--- config.mk ---
export PLATFORM = sky130hd
export DESIGN_NAME = pgs_phy_gig_status
export DESIGN_NICKNAME = d
export VERILOG_FILES = /design/src/pgs_sync3.v /design/src/pgs_ext_store.v /design/src/pgs_phy_gig_status.v
export VERILOG_INCLUDE_DIRS = /design/src
export SDC_FILE = /design/constraint.sdc
export NUM_CORES = 1
export LEC_CHECK = 0
export BUFFER_PORTS_ARGS = -buffer_cell sky130_fd_sc_hd__buf_2
export CAP_MARGIN = 20
export CORE_MARGIN = 2
export CORE_UTILIZATION = 61
export CTS_BUF_LIST = sky130_fd_sc_hd__clkbuf_16
export DETAILED_ROUTE_END_ITERATION = 6
export PLACE_DENSITY_LB_ADDON = 0.12
export SKIP_CTS_REPAIR_TIMING = 1
export SYNTH_ARGS = -nofsm -noshare
export SYNTH_HDL_FRONTEND = slang
export SYNTH_SLANG_ARGS = --single-unit
--- constraint.sdc ---
create_clock -name clk -period 4.2 [get_ports clk]
set_input_delay 0.84 -clock clk [delete_from_list [all_inputs] [get_ports clk]]
set_output_delay 0.84 -clock clk [all_outputs]
set_load 0.05 [all_outputs]
--- src/pgs_regs.vh ---
// Offsets, field positions, reset values and codes of the gigabit status and indirect access registers.
// Assumes inclusion by bare name from each design file that needs it.
`ifndef PGS_REGS_VH
`define PGS_REGS_VH

// ----------------------------------------------------------------------------
// Register offsets
// ----------------------------------------------------------------------------
`define PGS_OFF_GIG_STATUS 5'h0A
`define PGS_OFF_ACCESS_CTRL 5'h0D
`define PGS_OFF_WINDOW 5'h0E
`define PGS_OFF_EXT_STATUS 5'h0F

// ----------------------------------------------------------------------------
// Gigabit link status fields
// ----------------------------------------------------------------------------
`define PGS_GS_FAULT_BIT 15
`define PGS_GS_MASTER_BIT 14
`define PGS_GS_LOCAL_OK_BIT 13
`define PGS_GS_REMOTE_OK_BIT 12
`define PGS_GS_LP_FULL_BIT 11
`define PGS_GS_LP_HALF_BIT 10
`define PGS_GS_RSVD_VALUE 2'h0
`define PGS_IDLE_ERR_RESET 8'h00
`define PGS_IDLE_ERR_MAX 8'hFF
`define PGS_IDLE_ERR_ONE 8'h01

// ----------------------------------------------------------------------------
// Indirect access control fields and modes
// ----------------------------------------------------------------------------
`define PGS_CTRL_MODE_HI 15
`define PGS_CTRL_MODE_LO 14
`define PGS_CTRL_DEV_HI 4
`define PGS_CTRL_DEV_LO 0
`define PGS_CTRL_RESET 16'h0000
`define PGS_MODE_ADDRESS 2'h0
`define PGS_MODE_DATA_NOINC 2'h1
`define PGS_MODE_DATA_INC_RW 2'h2
`define PGS_MODE_DATA_INC_WR 2'h3
`define PGS_WINDOW_RESET 16'h0000
`define PGS_ADDR_STEP 16'h0001

// ----------------------------------------------------------------------------
// Extended status and miscellaneous values
// ----------------------------------------------------------------------------
`define PGS_EXT_STATUS_VALUE 16'h3000
`define PGS_UNMAPPED_VALUE 16'h0000
`define PGS_STORE_RESET 16'h0000
`define PGS_STORE_DEPTH 32

`endif

--- src/pgs_sync3.v ---
// Three-stage input synchroniser with an agreement filter per bit.
// Assumes every bit of din is asynchronous to clk and may be sampled independently.
`timescale 1ns/1ps

module pgs_sync3 #(
  parameter W = 1
) (
  input wire clk,
  input wire srst,
  input wire [W-1:0] din,
  output reg [W-1:0] dout
);

  reg [W-1:0] stage1;
  reg [W-1:0] stage2;
  reg [W-1:0] stage3;
  wire [W-1:0] agree;

  // A bit changes only once stages two and three hold the same value.
  assign agree = ~(stage2 ^ stage3);

  always @(posedge clk) begin
    if (srst) begin
      stage1 <= {W{1'b0}};
      stage2 <= {W{1'b0}};
      stage3 <= {W{1'b0}};
      dout <= {W{1'b0}};
    end else begin
      stage1 <= din;
      stage2 <= stage1;
      stage3 <= stage2;
      dout <= (dout & ~agree) | (stage3 & agree);
    end
  end

endmodule // pgs_sync3

--- src/pgs_ext_store.v ---
// Flip-flop storage for the extended device registers reached through the indirect window.
// Assumes one write port and one combinational read port on the same index space.
`timescale 1ns/1ps
`include "pgs_regs.vh"

module pgs_ext_store (
  input wire clk,
  input wire srst,
  input wire writeEn,
  input wire [4:0] index,
  input wire [15:0] writeData,
  output wire [15:0] readData
);

  reg [15:0] mem [0:`PGS_STORE_DEPTH-1];
  integer i;

  assign readData = mem[index];

  always @(posedge clk) begin
    if (srst) begin
      for (i = 0; i < `PGS_STORE_DEPTH; i = i + 1) begin
        mem[i] <= `PGS_STORE_RESET;
      end
    end else if (writeEn) begin
      mem[index] <= writeData;
    end
  end

endmodule // pgs_ext_store

--- src/pgs_phy_gig_status.v ---
// Gigabit status, indirect extended-register access and extended status registers of a transceiver.
// Assumes a management front end that turns frames into one-cycle read and write strobes on clk,
// and link-side status levels plus the symbol clock arriving asynchronously on pins.
`timescale 1ns/1ps
`include "pgs_regs.vh"

module pgs_phy_gig_status (
  input wire clk,
  input wire srst,
  input wire regRead,
  input wire regWrite,
  input wire [4:0] regAddr,
  input wire [15:0] regWdata,
  output reg [15:0] regRdata,
  output reg regAck,
  input wire symbolClk,
  input wire masterResolved,
  input wire localRcvrOk,
  input wire remoteRcvrOk,
  input wire partnerFullCap,
  input wire partnerHalfCap,
  input wire rxIdle,
  input wire transmitModeIndication,
  input wire rxErrorStatus,
  input wire configFault
);

  // --------------------------------------------------------------------------
  // Link-side input conditioning
  // --------------------------------------------------------------------------
  localparam LNK_W = 10;
  localparam LNK_SYM = 0;
  localparam LNK_MASTER = 1;
  localparam LNK_LOCAL = 2;
  localparam LNK_REMOTE = 3;
  localparam LNK_LP_FULL = 4;
  localparam LNK_LP_HALF = 5;
  localparam LNK_IDLE = 6;
  localparam LNK_TXMODE = 7;
  localparam LNK_RXERR = 8;
  localparam LNK_FAULT = 9;

  wire [LNK_W-1:0] linkRaw;
  wire [LNK_W-1:0] linkClean;
  reg symPrev;
  wire symEdge;
  wire idleErrorEvent;

  assign linkRaw = {configFault, rxErrorStatus, transmitModeIndication, rxIdle, partnerHalfCap,
                    partnerFullCap, remoteRcvrOk, localRcvrOk, masterResolved, symbolClk};

  // Every link pin, the symbol clock included, crosses through one filter so they stay aligned.
  pgs_sync3 #(
    .W(LNK_W)
  ) u_link_sync (
    .clk(clk),
    .srst(srst),
    .din(linkRaw),
    .dout(linkClean)
  );

  always @(posedge clk) begin
    if (srst) begin
      symPrev <= 1'b0;
    end else begin
      symPrev <= linkClean[LNK_SYM];
    end
  end

  // One rising edge of the filtered symbol clock marks one symbol period.
  assign symEdge = linkClean[LNK_SYM] & ~symPrev;

  // The status levels are sampled together with the error flag at the symbol edge.
  assign idleErrorEvent = symEdge & linkClean[LNK_IDLE] & linkClean[LNK_TXMODE]
                          & linkClean[LNK_RXERR];

  // --------------------------------------------------------------------------
  // Access decode
  // --------------------------------------------------------------------------
  // A write strobe wins over a read strobe raised in the same cycle.
  wire isWrite;
  wire isRead;
  wire hitStatus;
  wire hitCtrl;
  wire hitWindow;
  wire hitExt;
  wire readStatus;
  wire windowData;
  wire windowWrite;
  wire windowRead;

  assign isWrite = regWrite;
  assign isRead = regRead & ~regWrite;
  assign hitStatus = (regAddr == `PGS_OFF_GIG_STATUS);
  assign hitCtrl = (regAddr == `PGS_OFF_ACCESS_CTRL);
  assign hitWindow = (regAddr == `PGS_OFF_WINDOW);
  assign hitExt = (regAddr == `PGS_OFF_EXT_STATUS);
  assign readStatus = isRead & hitStatus;

  // --------------------------------------------------------------------------
  // Gigabit link status
  // --------------------------------------------------------------------------
  reg faultFlag;
  reg [7:0] idleErrCount;
  reg [7:0] next_idleErrCount;
  reg next_faultFlag;
  wire [15:0] statusWord;

  // Holding at the top keeps a long error burst from reading back as a small count.
  function [7:0] pgs_sat_inc;
    input [7:0] count;
    begin
      if (count == `PGS_IDLE_ERR_MAX) begin
        pgs_sat_inc = count;
      end else begin
        pgs_sat_inc = count + `PGS_IDLE_ERR_ONE;
      end
    end
  endfunction

  // A new event in the cycle of the clearing read survives: set wins over clear.
  always @* begin
    next_faultFlag = faultFlag;
    if (linkClean[LNK_FAULT]) begin
      next_faultFlag = 1'b1;
    end else if (readStatus) begin
      next_faultFlag = 1'b0;
    end
  end

  always @* begin
    next_idleErrCount = idleErrCount;
    if (readStatus) begin
      // The read returns the old count; an event arriving with it starts the next count.
      if (idleErrorEvent) begin
        next_idleErrCount = `PGS_IDLE_ERR_ONE;
      end else begin
        next_idleErrCount = `PGS_IDLE_ERR_RESET;
      end
    end else if (idleErrorEvent) begin
      next_idleErrCount = pgs_sat_inc(idleErrCount);
    end
  end

  always @(posedge clk) begin
    if (srst) begin
      faultFlag <= 1'b0;
      idleErrCount <= `PGS_IDLE_ERR_RESET;
    end else begin
      faultFlag <= next_faultFlag;
      idleErrCount <= next_idleErrCount;
    end
  end

  assign statusWord = {faultFlag,
                       linkClean[LNK_MASTER],
                       linkClean[LNK_LOCAL],
                       linkClean[LNK_REMOTE],
                       linkClean[LNK_LP_FULL],
                       linkClean[LNK_LP_HALF],
                       `PGS_GS_RSVD_VALUE,
                       idleErrCount};

  // --------------------------------------------------------------------------
  // Indirect access control and window
  // --------------------------------------------------------------------------
  reg [15:0] accessCtrl;
  reg [15:0] heldAddr;
  reg [15:0] next_heldAddr;
  wire [1:0] accessMode;
  wire [4:0] deviceAddr;
  wire [4:0] storeIndex;
  wire [15:0] storeRdata;
  wire storeWrite;
  wire stepAddr;

  // The store is smaller than the full address space, so device and register addresses alias.
  function [4:0] pgs_index;
    input [4:0] dev;
    input [15:0] addr;
    begin
      pgs_index = {dev[1:0], addr[2:0]};
    end
  endfunction

  // Post-increment applies to data accesses only; address mode loads the pointer instead.
  function pgs_step;
    input [1:0] mode;
    input wr;
    input rd;
    begin
      if (mode == `PGS_MODE_DATA_INC_RW) begin
        pgs_step = wr | rd;
      end else if (mode == `PGS_MODE_DATA_INC_WR) begin
        pgs_step = wr;
      end else begin
        pgs_step = 1'b0;
      end
    end
  endfunction

  assign accessMode = accessCtrl[`PGS_CTRL_MODE_HI:`PGS_CTRL_MODE_LO];
  assign deviceAddr = accessCtrl[`PGS_CTRL_DEV_HI:`PGS_CTRL_DEV_LO];
  assign windowData = (accessMode != `PGS_MODE_ADDRESS);
  assign windowWrite = isWrite & hitWindow;
  assign windowRead = isRead & hitWindow;
  assign storeWrite = windowWrite & windowData;
  assign storeIndex = pgs_index(deviceAddr, heldAddr);

  assign stepAddr = pgs_step(accessMode, windowWrite, windowRead);

  always @* begin
    next_heldAddr = heldAddr;
    if (windowWrite && !windowData) begin
      next_heldAddr = regWdata;
    end else if (stepAddr) begin
      next_heldAddr = heldAddr + `PGS_ADDR_STEP;
    end
  end

  always @(posedge clk) begin
    if (srst) begin
      accessCtrl <= `PGS_CTRL_RESET;
      heldAddr <= `PGS_WINDOW_RESET;
    end else begin
      if (isWrite && hitCtrl) begin
        accessCtrl <= regWdata;
      end
      heldAddr <= next_heldAddr;
    end
  end

  pgs_ext_store u_ext_store (
    .clk(clk),
    .srst(srst),
    .writeEn(storeWrite),
    .index(storeIndex),
    .writeData(regWdata),
    .readData(storeRdata)
  );

  // --------------------------------------------------------------------------
  // Read data and acknowledge
  // --------------------------------------------------------------------------
  // Unmapped offsets read as zero so a scan of the space sees clean holes.
  reg [15:0] next_regRdata;

  always @* begin
    next_regRdata = regRdata;
    if (isRead) begin
      if (hitStatus) begin
        next_regRdata = statusWord;
      end else if (hitCtrl) begin
        next_regRdata = accessCtrl;
      end else if (hitWindow) begin
        if (windowData) begin
          next_regRdata = storeRdata;
        end else begin
          next_regRdata = heldAddr;
        end
      end else if (hitExt) begin
        next_regRdata = `PGS_EXT_STATUS_VALUE;
      end else begin
        next_regRdata = `PGS_UNMAPPED_VALUE;
      end
    end
  end

  always @(posedge clk) begin
    if (srst) begin
      regRdata <= `PGS_UNMAPPED_VALUE;
      regAck <= 1'b0;
    end else begin
      regRdata <= next_regRdata;
      // Every strobe is acknowledged, mapped or not, so the controller never waits on a hole.
      regAck <= isRead | isWrite;
    end
  end

endmodule // pgs_phy_gig_status

# Word level (Yosys, flattened, before mapping)
# Memory sizes are Yosys's and may differ from the RTL's.
# Index checks and enable logic that the tools add are counted.
dict set report classes {
  n_reduce_logical 9
  mux 23
  eq_ne 8
  bitwise_logic 19
  addsub 2
}
# op n
set op_table {}
lappend op_table {{two-way mux 16 bit} 7}
lappend op_table {{two-way mux 8 bit} 3}
lappend op_table {{AND 10 bit} 2}
lappend op_table {{== test 5 x 4 -> 1 bit, second input constant} 4}
lappend op_table {{NOT 10 bit} 2}
lappend op_table {{adder 16 x 1 -> 16 bit, second input constant} 1}
lappend op_table {{OR reduction 16 bit} 1}
lappend op_table {{two-way mux 14 bit} 1}
lappend op_table {{two-way mux 1 bit} 11}
lappend op_table {{OR 10 bit} 1}
lappend op_table {{XOR 10 bit} 1}
lappend op_table {{AND 1 bit} 9}
lappend op_table {{adder 8 x 1 -> 8 bit, second input constant} 1}
lappend op_table {{== test 8 bit, second input constant} 1}
lappend op_table {{nonzero test 2 bit} 4}
lappend op_table {{two-way mux 5 bit} 1}
lappend op_table {{== test 2 bit, second input constant} 2}
lappend op_table {{logical AND 1 bit} 2}
lappend op_table {{inequality test 2 bit, second input constant} 1}
lappend op_table {{NOT 1 bit} 2}
lappend op_table {{OR 1 bit} 2}
lappend op_table {{AND reduction 2 bit} 1}
lappend op_table {{zero test 1 bit} 1}
dict set report totals {
  mem_count 1
  regBits 99
  ram_bits 512
  out_inout_bits 17
  wordCells 73
}
# name depth word_bits rd rd_ports_with_merged_regs write_ports line
set memory_table {}
lappend memory_table {u_ext_store.mem 32 16 1 0 32 pgs_ext_store.v:15} ;# reg [15:0] mem [0:`PGS_STORE_DEPTH-1];

# Logic depth before layout (Yosys ltp)
# Gate-level depths: netlist of the first run.
dict set report logic_depth {
  depth_word 8
  depth_mapped 11
  mapped_depth_nobuf 5
}

# Hierarchy
# From an unflattened synthesis of the first run, not the netlist that was laid out.
dict set report unflattened {
  cells_unflattened 2171
  hier_area_um2 28084.4
}
# module n_inst seq_area_each_um2 cells_each area_per_inst_um2
set by_module_without_submodules {}
lappend by_module_without_submodules {pgs_ext_store 1 15374.7 1699 23841.6}
lappend by_module_without_submodules {pgs_phy_gig_status 1 1181.1 368 3096.7}
lappend by_module_without_submodules {pgs_sync3 1 800.8 104 1146.1}

# Worst setup path after synthesis of the first run
# No wires, ideal clock.
dict set report synth_timing {
  path_type {in2reg}
  startpoint {in regAddr[4]}
  endpoint {mem u_ext_store.mem[12][0] (enable)}
  path_slack_ns 0.835
  stages 5
  setup_ns 0.411
  arrival_time_ns 2.954
  path_cell_list {and4bb_2 -> and4_1 -> nand2_1 -> buf_2 -> o21ai_0}
}
# element line
set synth_rtl {}
lappend synth_rtl {{start: declaration} pgs_phy_gig_status.v:12} ;# input wire [4:0] regAddr,
lappend synth_rtl {{end: declaration} pgs_ext_store.v:15}

# Final worst setup path of the first run
dict set report layout_timing {
  startpoint {reg heldAddr[1]}
  endpoint {reg regRdata[8]}
}
dict set report layout_via {
  elab_chain_len 5
}
# element line
set layout_rtl {}
lappend layout_rtl {{start: declaration} pgs_phy_gig_status.v:168} ;# reg [15:0] heldAddr;
lappend layout_rtl {{start signal: assignment} pgs_phy_gig_status.v:224} ;# heldAddr <= `PGS_WINDOW_RESET;
lappend layout_rtl {{start signal: assignment} pgs_phy_gig_status.v:229} ;# heldAddr <= next_heldAddr;
lappend layout_rtl {{memory read (32 x 16 bit)} n/a}
lappend layout_rtl {{two-way mux 16 bit} pgs_phy_gig_status.v:256} ;# if (windowData) begin
lappend layout_rtl {{two-way mux 16 bit} pgs_phy_gig_status.v:255} ;# end else if (hitWindow) begin
lappend layout_rtl {{two-way mux 16 bit} pgs_phy_gig_status.v:253} ;# end else if (hitCtrl) begin
lappend layout_rtl {{two-way mux 16 bit} pgs_phy_gig_status.v:251} ;# if (hitStatus) begin
lappend layout_rtl {{end signal: assignment} pgs_phy_gig_status.v:271} ;# regRdata <= `PGS_UNMAPPED_VALUE;
lappend layout_rtl {{end signal: assignment} pgs_phy_gig_status.v:274} ;# regRdata <= next_regRdata;
lappend layout_rtl {{end: declaration} pgs_phy_gig_status.v:14} ;# output reg [15:0] regRdata,
# Every way passes these cells.
# A chain may end at the register's enable or synchronous reset.

==> results of run 1 <==
power groups by stage:
| stage | registers (W) | clock network [W] | logic (W) |
|---|---|---|---|
| 5_1_grt | 0.00681 | 0.00518 | 0.000563 |
| 3_5_place_dp | 0.00692 | 0 | 0.000528 |
| 3_3_place_gp | 0.00691 | 0 | 0.000519 |
| 4_1_cts | 0.00680 | 0.00495 | 0.000529 |
| 2_1_floorplan | 0.00693 | 0 | 0.000277 |
| 6_report | 0.00680 | 0.00491 | 0.000540 |
cells in the final DEF (no fill, tap or decap), drive strengths merged, types with 9 or more instances in the layout:
master	count
nor4	17
xnor2	18
buf	135
mux4	28
a211oi	26
clkbuf	62
nand3	21
nor3	16
and3	9
nor2b	43
edfxtp	512
o21ai	60
mux2i	214
o22ai	72
nand2	38
dfxtp	99
nor2	120
clkinv	28
a21oi	28
a22oi	11
and2	519
inv	26
logic make-up (layout without fill, tap and decap cells):
family / count (synthesis) / in the layout / synth area share, %
AOI/OAI and AO/OA: 253 / 253 / 5.973
xor gates and xnor gates: 20 / 20 / 0.6283
adders and majority gates: 5 / 5 / 0.2244
buffers and inverters: 185 / 252 / 3.267
DFF: 611 / 611 / 62.26
muxes: 242 / 242 / 9.945
and+or+nand+nor: 832 / 832 / 17.70
state kept, by name, indices dropped and copies added, names as in the netlist, named ones only:
register	count
regRdata	16
u_ext_store.mem	512
u_link_sync.stage2	10
heldAddr	16
u_link_sync.stage3	10
idleErrCount	8
u_link_sync.stage1	10
regAck	1
accessCtrl	16
symPrev	1
faultFlag	1
per-layer routing:
| metal | part of all wire, % | global-route usage [%] | wire (µm) | vias up |
|---|---|---|---|---|
| met1 | 40 | 46.97 | 30240 | 8910 |
| met2 | 45 | 48.08 | 33610 | 1027 |
| met4 | 3.6 | 10.36 | 2673 | 0 |
| li1 | - | - | - | 7847 |
| met5 | 0 | 0 | 0 | - |
| met3 | 11 | 6.165 | 8477 | 153 |
final cells by class:
cell class | count | area, µm² | share of cell area, %
Sequential cell | 611 | 17360 | 57.05
Timing Repair Buffer | 135 | 910.9 | 2.993
Clock buffer | 62 | 1551 | 5.098
Inverter | 9 | 33.78 | 0.1110
Multi-Input combinational cell | 1352 | 9612 | 31.58
Tap cell | 600 | 750.7 | 2.467
Clock inverter | 46 | 211.5 | 0.6948
synth_stat cells, types with 3 or more instances:
cell type / count / share of area [%]
a31oi_1: 7 / 0.16
a2111oi_0: 7 / 0.22
nand3_1: 21 / 0.38
dfxtp_1: 99 / 7.1
nand4_1: 6 / 0.13
a21oi_1: 28 / 0.50
a22o_1: 4 / 0.13
mux2i_1: 214 / 7.7
a22oi_1: 11 / 0.30
nand4bb_1: 6 / 0.24
nor2_2: 4 / 0.090
a221o_1: 5 / 0.18
nor3_1: 16 / 0.29
o41ai_1: 6 / 0.19
nor4_1: 15 / 0.34
mux4_2: 28 / 2.3
nand2_1: 37 / 0.50
ha_1: 5 / 0.22
xnor2_1: 18 / 0.57
o21ai_0: 58 / 1.0
nor2_1: 116 / 1.6
or2_2: 3 / 0.067
a211oi_1: 26 / 0.70
buf_2: 23 / 0.41
a311oi_1: 5 / 0.16
or4b_1: 3 / 0.11
and4_1: 4 / 0.13
nand4b_2: 3 / 0.16
a311o_1: 5 / 0.18
a221oi_1: 4 / 0.13
clkbuf_2: 5 / 0.090
edfxtp_1: 512 / 55
and2_1: 519 / 12
o22ai_1: 72 / 1.6
buf_4: 22 / 0.59
or4_1: 8 / 0.22
nor2b_1: 43 / 0.96
and3_1: 9 / 0.20
clkbuf_1: 110 / 1.5
buf_6: 11 / 0.44
inv_1: 8 / 0.11
buf_1: 4 / 0.054
path summary, 6_finish.rpt:
kind	startpoint	to	slack (ns)
max	heldAddr[1]	regRdata[8]	0.80
min	partnerFullCap	u_link_sync.stage1[4]	0.44
max reg2reg	heldAddr[1]	regRdata[8]	0.80
min reg2reg	u_link_sync.stage1[7]	u_link_sync.stage2[7]	0.44
per-stage QoR:
stage                     util, %  area [µm²]  worst slack (ns)  std cells
after floorplan                 -       27880            0.8351       2148
after global placement      63.30       28660            0.7412       2706
after detailed placement    63.30       28660            0.6930       2706
after CTS                   67.19       30430            0.9045       2814
after global routing        67.21       30430            0.7226       2815
final                       67.21       30430            0.7981       2815
==> results.ini, run 1 <==
[worst_hold_path]
hp-class = input pin to flop
whs_path_depth = 2

[sta]
timing_hold_violations_final = 0
finalCritPeriodShare_pct = 81.00
slew_headroom_pct = 32.72
setup_viol = 0
fin_skew_ns = 0.01165
period_needed_ns = 3.402
slew_viol_final = 0
fmax_ghz = 0.2940
whs_ns = 0.4379
worst_pin_slew_ns = 1.006
totalNegativeSetupSlack_ns = 0
rsz0062_at_grt = no

[die]
core_mm2 = 0.04528
die_h_um = 217.8
io_pins = 52
dieArea_mm2 = 0.04743
start_util_pct = 61.57
rows = 78
chipWidth_um = 217.8

[worst_setup_path]
crit_path_start_kind = flop
crit_buf_inv = 1
critPathRequiredTime_ns = 4.65
criticalPathCategory = flop to flop
rr_worst_depth = 6
cp_slowest_cell = dfxtp_4
crit_chain = buf_4 -> mux2i_1 -> o22ai_1 -> nor3_1 -> a311o_1 -> a31oi_1
cp_max_fo = 48
crit_path_end_kind = flop
cp.arrival_ns = 3.86
path_depth = 6
cp_top_family = flip-flops
worst_path_largest_cell_delay_ns = 0.91

[place]
gp_congestion = 1.007
port_buffers = 51
hpwl_um = 47880

[cells_and_area]
drive_gt1_share_pct = 11.83
area_growth_pct = 9.160
nFillCells = 3370
final_net_count = 2210
antenna_cells = 0

[pwr]
switching_power_w = 0.002680
vdd_drop_max_mv = 0.3686
combPwrFrac_pct = 4.4
power_density_mw_per_mm2 = 402.4
p_leak_nw = 10.59
internal_power_w = 0.009566
finalPower_w = 0.01225
seqPwrFrac_pct = 55.5
swShare_pct = 21.89
p_clk_share_pct = 40.1

[clock_tree]
clkLatencyLatePin_ns = 0.62
clockBufferDepth = 3
cts-htree-levels = 2
ctsRootBufferMaster = clkbuf_16
cts_tree = built
path_clk_slew_ns = 0.06
numClockSinks = 611
numCtsBuffers = 61

[drt]
ant_nets = 0
dr.pass1.iters = 6
wl_um = 75000
wire_per_inst_um = 26.64
dr.first_iter.drc_count = 2586
vias = 17937
drc = 0
vias_per_cell = 6.372

[global_route]
grt_first_pass_wirelength_um = 110200
antenna_found_initial = 3
overflow = 0
gr-usage-all-layers_pct = 31.88
grt_start_max_net_pins = 92
grt_pass1_vias = 16932

[yosys]
synth_seq_cells = 611
synthFlopType = edfxtp_1
syn_avg_cell_area_um2 = 12.98
yosysUniqueCellTypes = 71
yosys_warnings = 0
synth_edf_count = 512
synth_nets = 2188
synth.cell_area_mm2 = 0.02788
yosysSeqAreaShare_pct = 62.26
ys_async_sr_fraction_pct = 0
netlist_instances = 2148

[job]
drv_cap = 0

[status]
status = complete, no violations

(Power assumes the default switching activity.)
==> run 2: changes to the inputs <==
Settings changed: ABC_AREA set to 1, CORE_UTILIZATION 61 to 57.
Clock period 4.2 ns to 3.1 ns, I/O delays scaled along.
==> results.ini, run 2 <==
[status]
status = complete, no violations

[worst_setup_path]
worst_r2r_endpoint = u_ext_store.mem[22][10]
cp_slowest_cell = nand2_1
startpoint = heldAddr[0]
r2r-start = heldAddr[0]
crit_chain = inv_6 -> buf_4 -> ha_1 -> inv_1 -> nor2_8 -> nand2_4 -> nand2_1
rr_worst_depth = 7
path_depth = 7
endpoint = u_ext_store.mem[22][10]
cp_max_fo = 58
worst_path_largest_cell_delay_ns = 0.54
criticalPathCategory = flop to flop
cp.arrival_ns = 3.04
critPathRequiredTime_ns = 3.36
crit_path_end_kind = flop
cp_top_family = simple AND/OR/NAND/NOR gates
reg2reg_slack_ns = 0.31
crit_buf_inv = 3
crit_path_start_kind = flop

[clock_tree]
cts-htree-levels = 2
numCtsBuffers = 60
ctsRootBufferMaster = clkbuf_16
path_clk_slew_ns = 0.07
clkLatencyLatePin_ns = 0.62
cts_tree = built
numClockSinks = 611
clockBufferDepth = 3

[sta]
worst_pin_slew_ns = 0.8140
totalNegativeSetupSlack_ns = 0
rsz0062_at_grt = no
setup_viol = 0
fmax_ghz = 0.3589
fin_skew_ns = 0.01629
worst_slack_ns = 0.3141
period_needed_ns = 2.786
finalCritPeriodShare_pct = 89.87
slew_viol_final = 0
timing_hold_violations_final = 0
slew_headroom_pct = 45.67

[cells_and_area]
regMostFlops = u_ext_store.mem
final_net_count = 2986
drive_gt1_share_pct = 9.646
largest_reg_flops = 512
nFillCells = 4003
seqCellArea_mm2 = 0.01736
multi_input_area_mm2 = 0.008622
final_cell_mix = nor2_1 (955), edfxtp_1 (512), nand2_1 (375)
fin_area_mm2 = 0.03043
final_common_cell = nor2_1
fin_util_pct = 63.60
area_growth_pct = 9.915

[yosys]
yosysMostFrequentCell = nor2_1
synth_compound_area_share_pct = 9.274
yosys_warnings = 0
synth_top_family_by_area = simple AND/OR/NAND/NOR gates
yosysUniqueCellTypes = 38
synthAdderAreaFrac_pct = 0.2260
synth_largest_type_area_fraction_pct = 55.53
muxShareOfSynthArea_pct = 0
yosysSeqAreaShare_pct = 62.69
synthSimpleGateAreaFrac_pct = 21.15
synth.cell_area_mm2 = 0.02769
synth_nets = 2979
synth_edf_count = 512
netlist_instances = 2939
ys_async_sr_fraction_pct = 0
synth_seq_cells = 611
yosysTopAreaCell = edfxtp_1
yosys.area_share.xor_xnor_pct = 0.4113
synthTopCellsByCount = nor2_1 (956), edfxtp_1 (512), nand2_1 (375)
syn_avg_cell_area_um2 = 9.420
synthTopCellsByArea = edfxtp_1 (56%), nor2_1 (13%), dfxtp_1 (7.2%)
synthFlopType = edfxtp_1

[die]
die_h_um = 224.4
start_util_pct = 57.86
chipWidth_um = 224.4
core_mm2 = 0.04785
dieArea_mm2 = 0.05035
rows = 80
io_pins = 52

[pwr]
switching_power_w = 0.003768
swShare_pct = 22.35
seqPwrFrac_pct = 54.5
internal_power_w = 0.01309
p_clk_share_pct = 40.8
power_density_mw_per_mm2 = 554.0
combPwrFrac_pct = 4.7
vdd_drop_max_mv = 0.6931
p_leak_nw = 12.83

[drt]
dr.pass1.iters = 6
vias = 20940
drc = 0
wl_um = 75470
vias_per_cell = 5.797
wire_per_inst_um = 20.89
dr.first_iter.drc_count = 2036
ant_nets = 0

[global_route]
overflow = 0
antenna_found_initial = 0
grt_pass1_vias = 20140
grt_start_max_net_pins = 97
grt_first_pass_wirelength_um = 113500
gr-usage-all-layers_pct = 29.95

[place]
port_buffers = 51
gp_congestion = 0.9205
place_ws_ns = 0.2002
hpwl_um = 48390
place_area_mm2 = 0.02859

[worst_hold_path]
hp-class = input pin to flop
hp-start = symbolClk

[job]
drv_cap = 0

-- run 2: cell types whose count changed after synthesis, sizes merged, moves of 38 or more --
cell and delta:
nor2 +845, o21ai +316, a21oi +46, o22ai -38, inv +158, mux2i -214
and2 -519, nor2b -43, nand2 +369
-- run 2: worst min path at each step --
stage | cells past startpoint | slack [ns] | endpoint
finish | 3 | 0.20 | u_link_sync.stage1[0]
global route | 3 | 0.19 | u_link_sync.stage1[7]
CTS | 3 | 0.17 | u_link_sync.stage1[0]
detailed placement | 2 | 0.40 | u_link_sync.stage2[0]
global placement | 2 | 0.39 | u_link_sync.stage2[3]
floorplan | 2 | 0.39 | u_link_sync.stage2[0]
-- run 2: stage by stage --
step	hold slack, ns	total power, W	instances
finish	0.1997	0.01686	3612
global route	0.1880	0.01728	3611
CTS	0.1742	0.01689	3611
detailed placement	0.3965	0.01014	3499
global placement	0.3903	0.01012	3499
floorplan	0.3883	0.009763	2939
-- run 2: kinds of logic (layout without fill, tap and decap cells) --
| family | after synthesis | after routing |
|---|---|---|
| AO/OA/AOI/OAI | 497 | 497 |
| XOR/XNOR | 13 | 13 |
| adder cells (fa/ha/maj) | 5 | 5 |
| buffers and inverters | 373 | 430 |
| flip-flops | 611 | 611 |
| other | 0 | 1 |
| AND/OR/NAND/NOR | 1440 | 1440 |
-- run 2: layout make-up --
cell class	instances	share of cell area, %
antenna	1	0.008223
clock buffer	61	5.016
clock inverter	51	1.024
inverter	168	2.089
multi-input combinational	1955	28.33
sequential	611	57.06
tap	615	2.529
timing repair buffer	150	3.939
-- run 2: layer usage --
metal  GRT usage, %  wire length (µm)  up-vias
met5              0                 0        -
met1          37.14             28850    10183
met3          5.304              5600      204
li1               -                 -     9703
met2          51.80             37810      850
met4          12.82              3207        0
-- run 2: tightest hold or removal path, stage by stage --
cell	delay [ns]
buf_2	0.07
inv_1	0.03
nor2_1	0.06
-- run 2: power by group through the flow --
| stage | logic [W] | clock network (W) | registers [W] |
|---|---|---|---|
| 6_report | 0.000787 | 0.00688 | 0.00919 |
| 3_3_place_gp | 0.000764 | 0 | 0.00936 |
| 2_1_floorplan | 0.000419 | 0 | 0.00934 |
| 3_5_place_dp | 0.000777 | 0 | 0.00937 |
| 4_1_cts | 0.000779 | 0.00692 | 0.00919 |
| 5_1_grt | 0.000842 | 0.00723 | 0.00921 |
==> run 3: changes to the inputs <==
Settings changed: CORE_UTILIZATION 57 to 31.
==> results.ini, run 3 (synthesis results as in run 2) <==
[drt]
vias_per_cell = 4.939
drc = 0
vias = 20698
dr.pass1.iters = 5
ant_nets = 0
wire_per_inst_um = 21.94
dr.first_iter.drc_count = 1963
wl_um = 91930

[global_route]
overflow = 0
grt_pass1_vias = 20302
grt_start_max_net_pins = 90
gr-usage-all-layers_pct = 20.03
antenna_found_initial = 0
grt_first_pass_wirelength_um = 135700

[cells_and_area]
antenna_cells = 0
largest_reg_flops = 512
final_cells = 4191
area_growth_pct = 14.06
final_cell_mix = nor2_1 (955), edfxtp_1 (512), nand2_1 (375)
final_common_cell = nor2_1
nFillCells = 8997
seqCellArea_mm2 = 0.01736
multi_input_area_mm2 = 0.008622
final_net_count = 3013
drive_gt1_share_pct = 10.44
fin_util_pct = 35.68
regMostFlops = u_ext_store.mem

[worst_setup_path]
crit_chain = buf_4 -> buf_4 -> nor2_1 -> nor2_1 -> o21ai_0 -> a21boi_0 -> nor2_1 -> nand3_1 -> nand2_1 -> nand2_1 -> nand2_1 -> a21oi_1
worst_r2r_endpoint = regRdata[13]
startpoint = heldAddr[0]
r2r-start = heldAddr[0]
critPathRequiredTime_ns = 3.63
reg2reg_slack_ns = 0.31
crit_path_start_kind = flop
criticalPathCategory = flop to flop
crit_path_end_kind = flop
rr_worst_depth = 12
cp.arrival_ns = 3.31
crit_buf_inv = 2
cp_top_family = buffers and inverters
cp_max_fo = 53
cp_slowest_cell = buf_4
worst_path_largest_cell_delay_ns = 0.49

[place]
gp_congestion = 0.8229
port_buffers = 51
hpwl_um = 58320
dp_cells = 4065

[clock_tree]
clockBufferDepth = 3
cts-htree-levels = 3
numClockSinks = 611
cts_tree = built
clkLatencyLatePin_ns = 0.61
ctsRootBufferMaster = clkbuf_16
path_clk_slew_ns = 0.06
numCtsBuffers = 71

[worst_hold_path]
hp-start = rxErrorStatus
whs_endpoint = u_link_sync.stage1[8]
hp-class = input pin to flop
whs_path_depth = 3

[sta]
setup_viol = 0
slew_headroom_pct = 43.65
timing_hold_violations_final = 0
slew_viol_final = 0
fin_skew_ns = 0.01545
totalNegativeSetupSlack_ns = 0
fmax_ghz = 0.3591
worst_pin_slew_ns = 0.8443
rsz0062_at_grt = no
period_needed_ns = 2.785
finalCritPeriodShare_pct = 89.84

[pwr]
p_leak_nw = 13.11
power_density_mw_per_mm2 = 570.2
finalPower_w = 0.01801
vdd_drop_max_mv = 0.3511

[die]
start_util_pct = 31.28
io_pins = 52
dieArea_mm2 = 0.09172
core_mm2 = 0.08851
rows = 109
die_h_um = 302.8
chipWidth_um = 302.8

[status]
status = complete, no violations

[job]
drv_cap = 0

[run 3: where the power goes]
part / internal (W) / total [W] / switching, W
Sequential: 0.00912 / 0.00920 / 0.0000815
Clock: 0.00454 / 0.00794 / 0.00340
Combinational: 0.000193 / 0.000873 / 0.000680
Total: 0.0138 / 0.0180 / 0.00416
[run 3: worst max-delay path by stage]
stage | to | slack (ns) | cells past startpoint
after floorplan | u_ext_store.mem[0][0] | 0.46 | 9
after global placement | u_ext_store.mem[13][2] | 0.14 | 10
after detailed placement | u_ext_store.mem[13][2] | 0.17 | 10
after CTS | regRdata[13] | 0.27 | 12
final | regRdata[13] | 0.31 | 12
after global routing | regRdata[13] | 0.07 | 12
[run 3: stage by stage]
step	cell area (µm²)	hold slack, ns	setup slack [ns]
after CTS	31580	0.1848	0.2708
after detailed placement	29430	0.3981	0.1687
after global routing	31580	0.2113	0.06618
final	31580	0.2181	0.3149
after floorplan	27690	0.3883	0.4574
after global placement	29430	0.3895	0.1365
[run 3: per-layer routing]
metal	share of wire [%]	track usage, %	wire, µm	up-vias
met3	4.3	2.148	3919	127
met4	2.8	6.064	2553	0
met1	46	28.42	42510	10235
li1	-	-	-	9755
met5	0	0	0	-
met2	47	32.27	42950	581
[run 3: area by class of cell]
cell class	count	area share [%]
flip-flops and latches	611	54.99
multi-input cells	1955	27.30
clock buffers	72	5.706
well taps	1165	4.616
repair buffers	166	4.255
inverters	168	2.021
clock inverters	54	1.109
[run 3: tightest hold or removal path, delay by kind of cell]
family	cells	cell delay [ns]
buffers and inverters	2	0.13
and+or+nand+nor	1	0.03
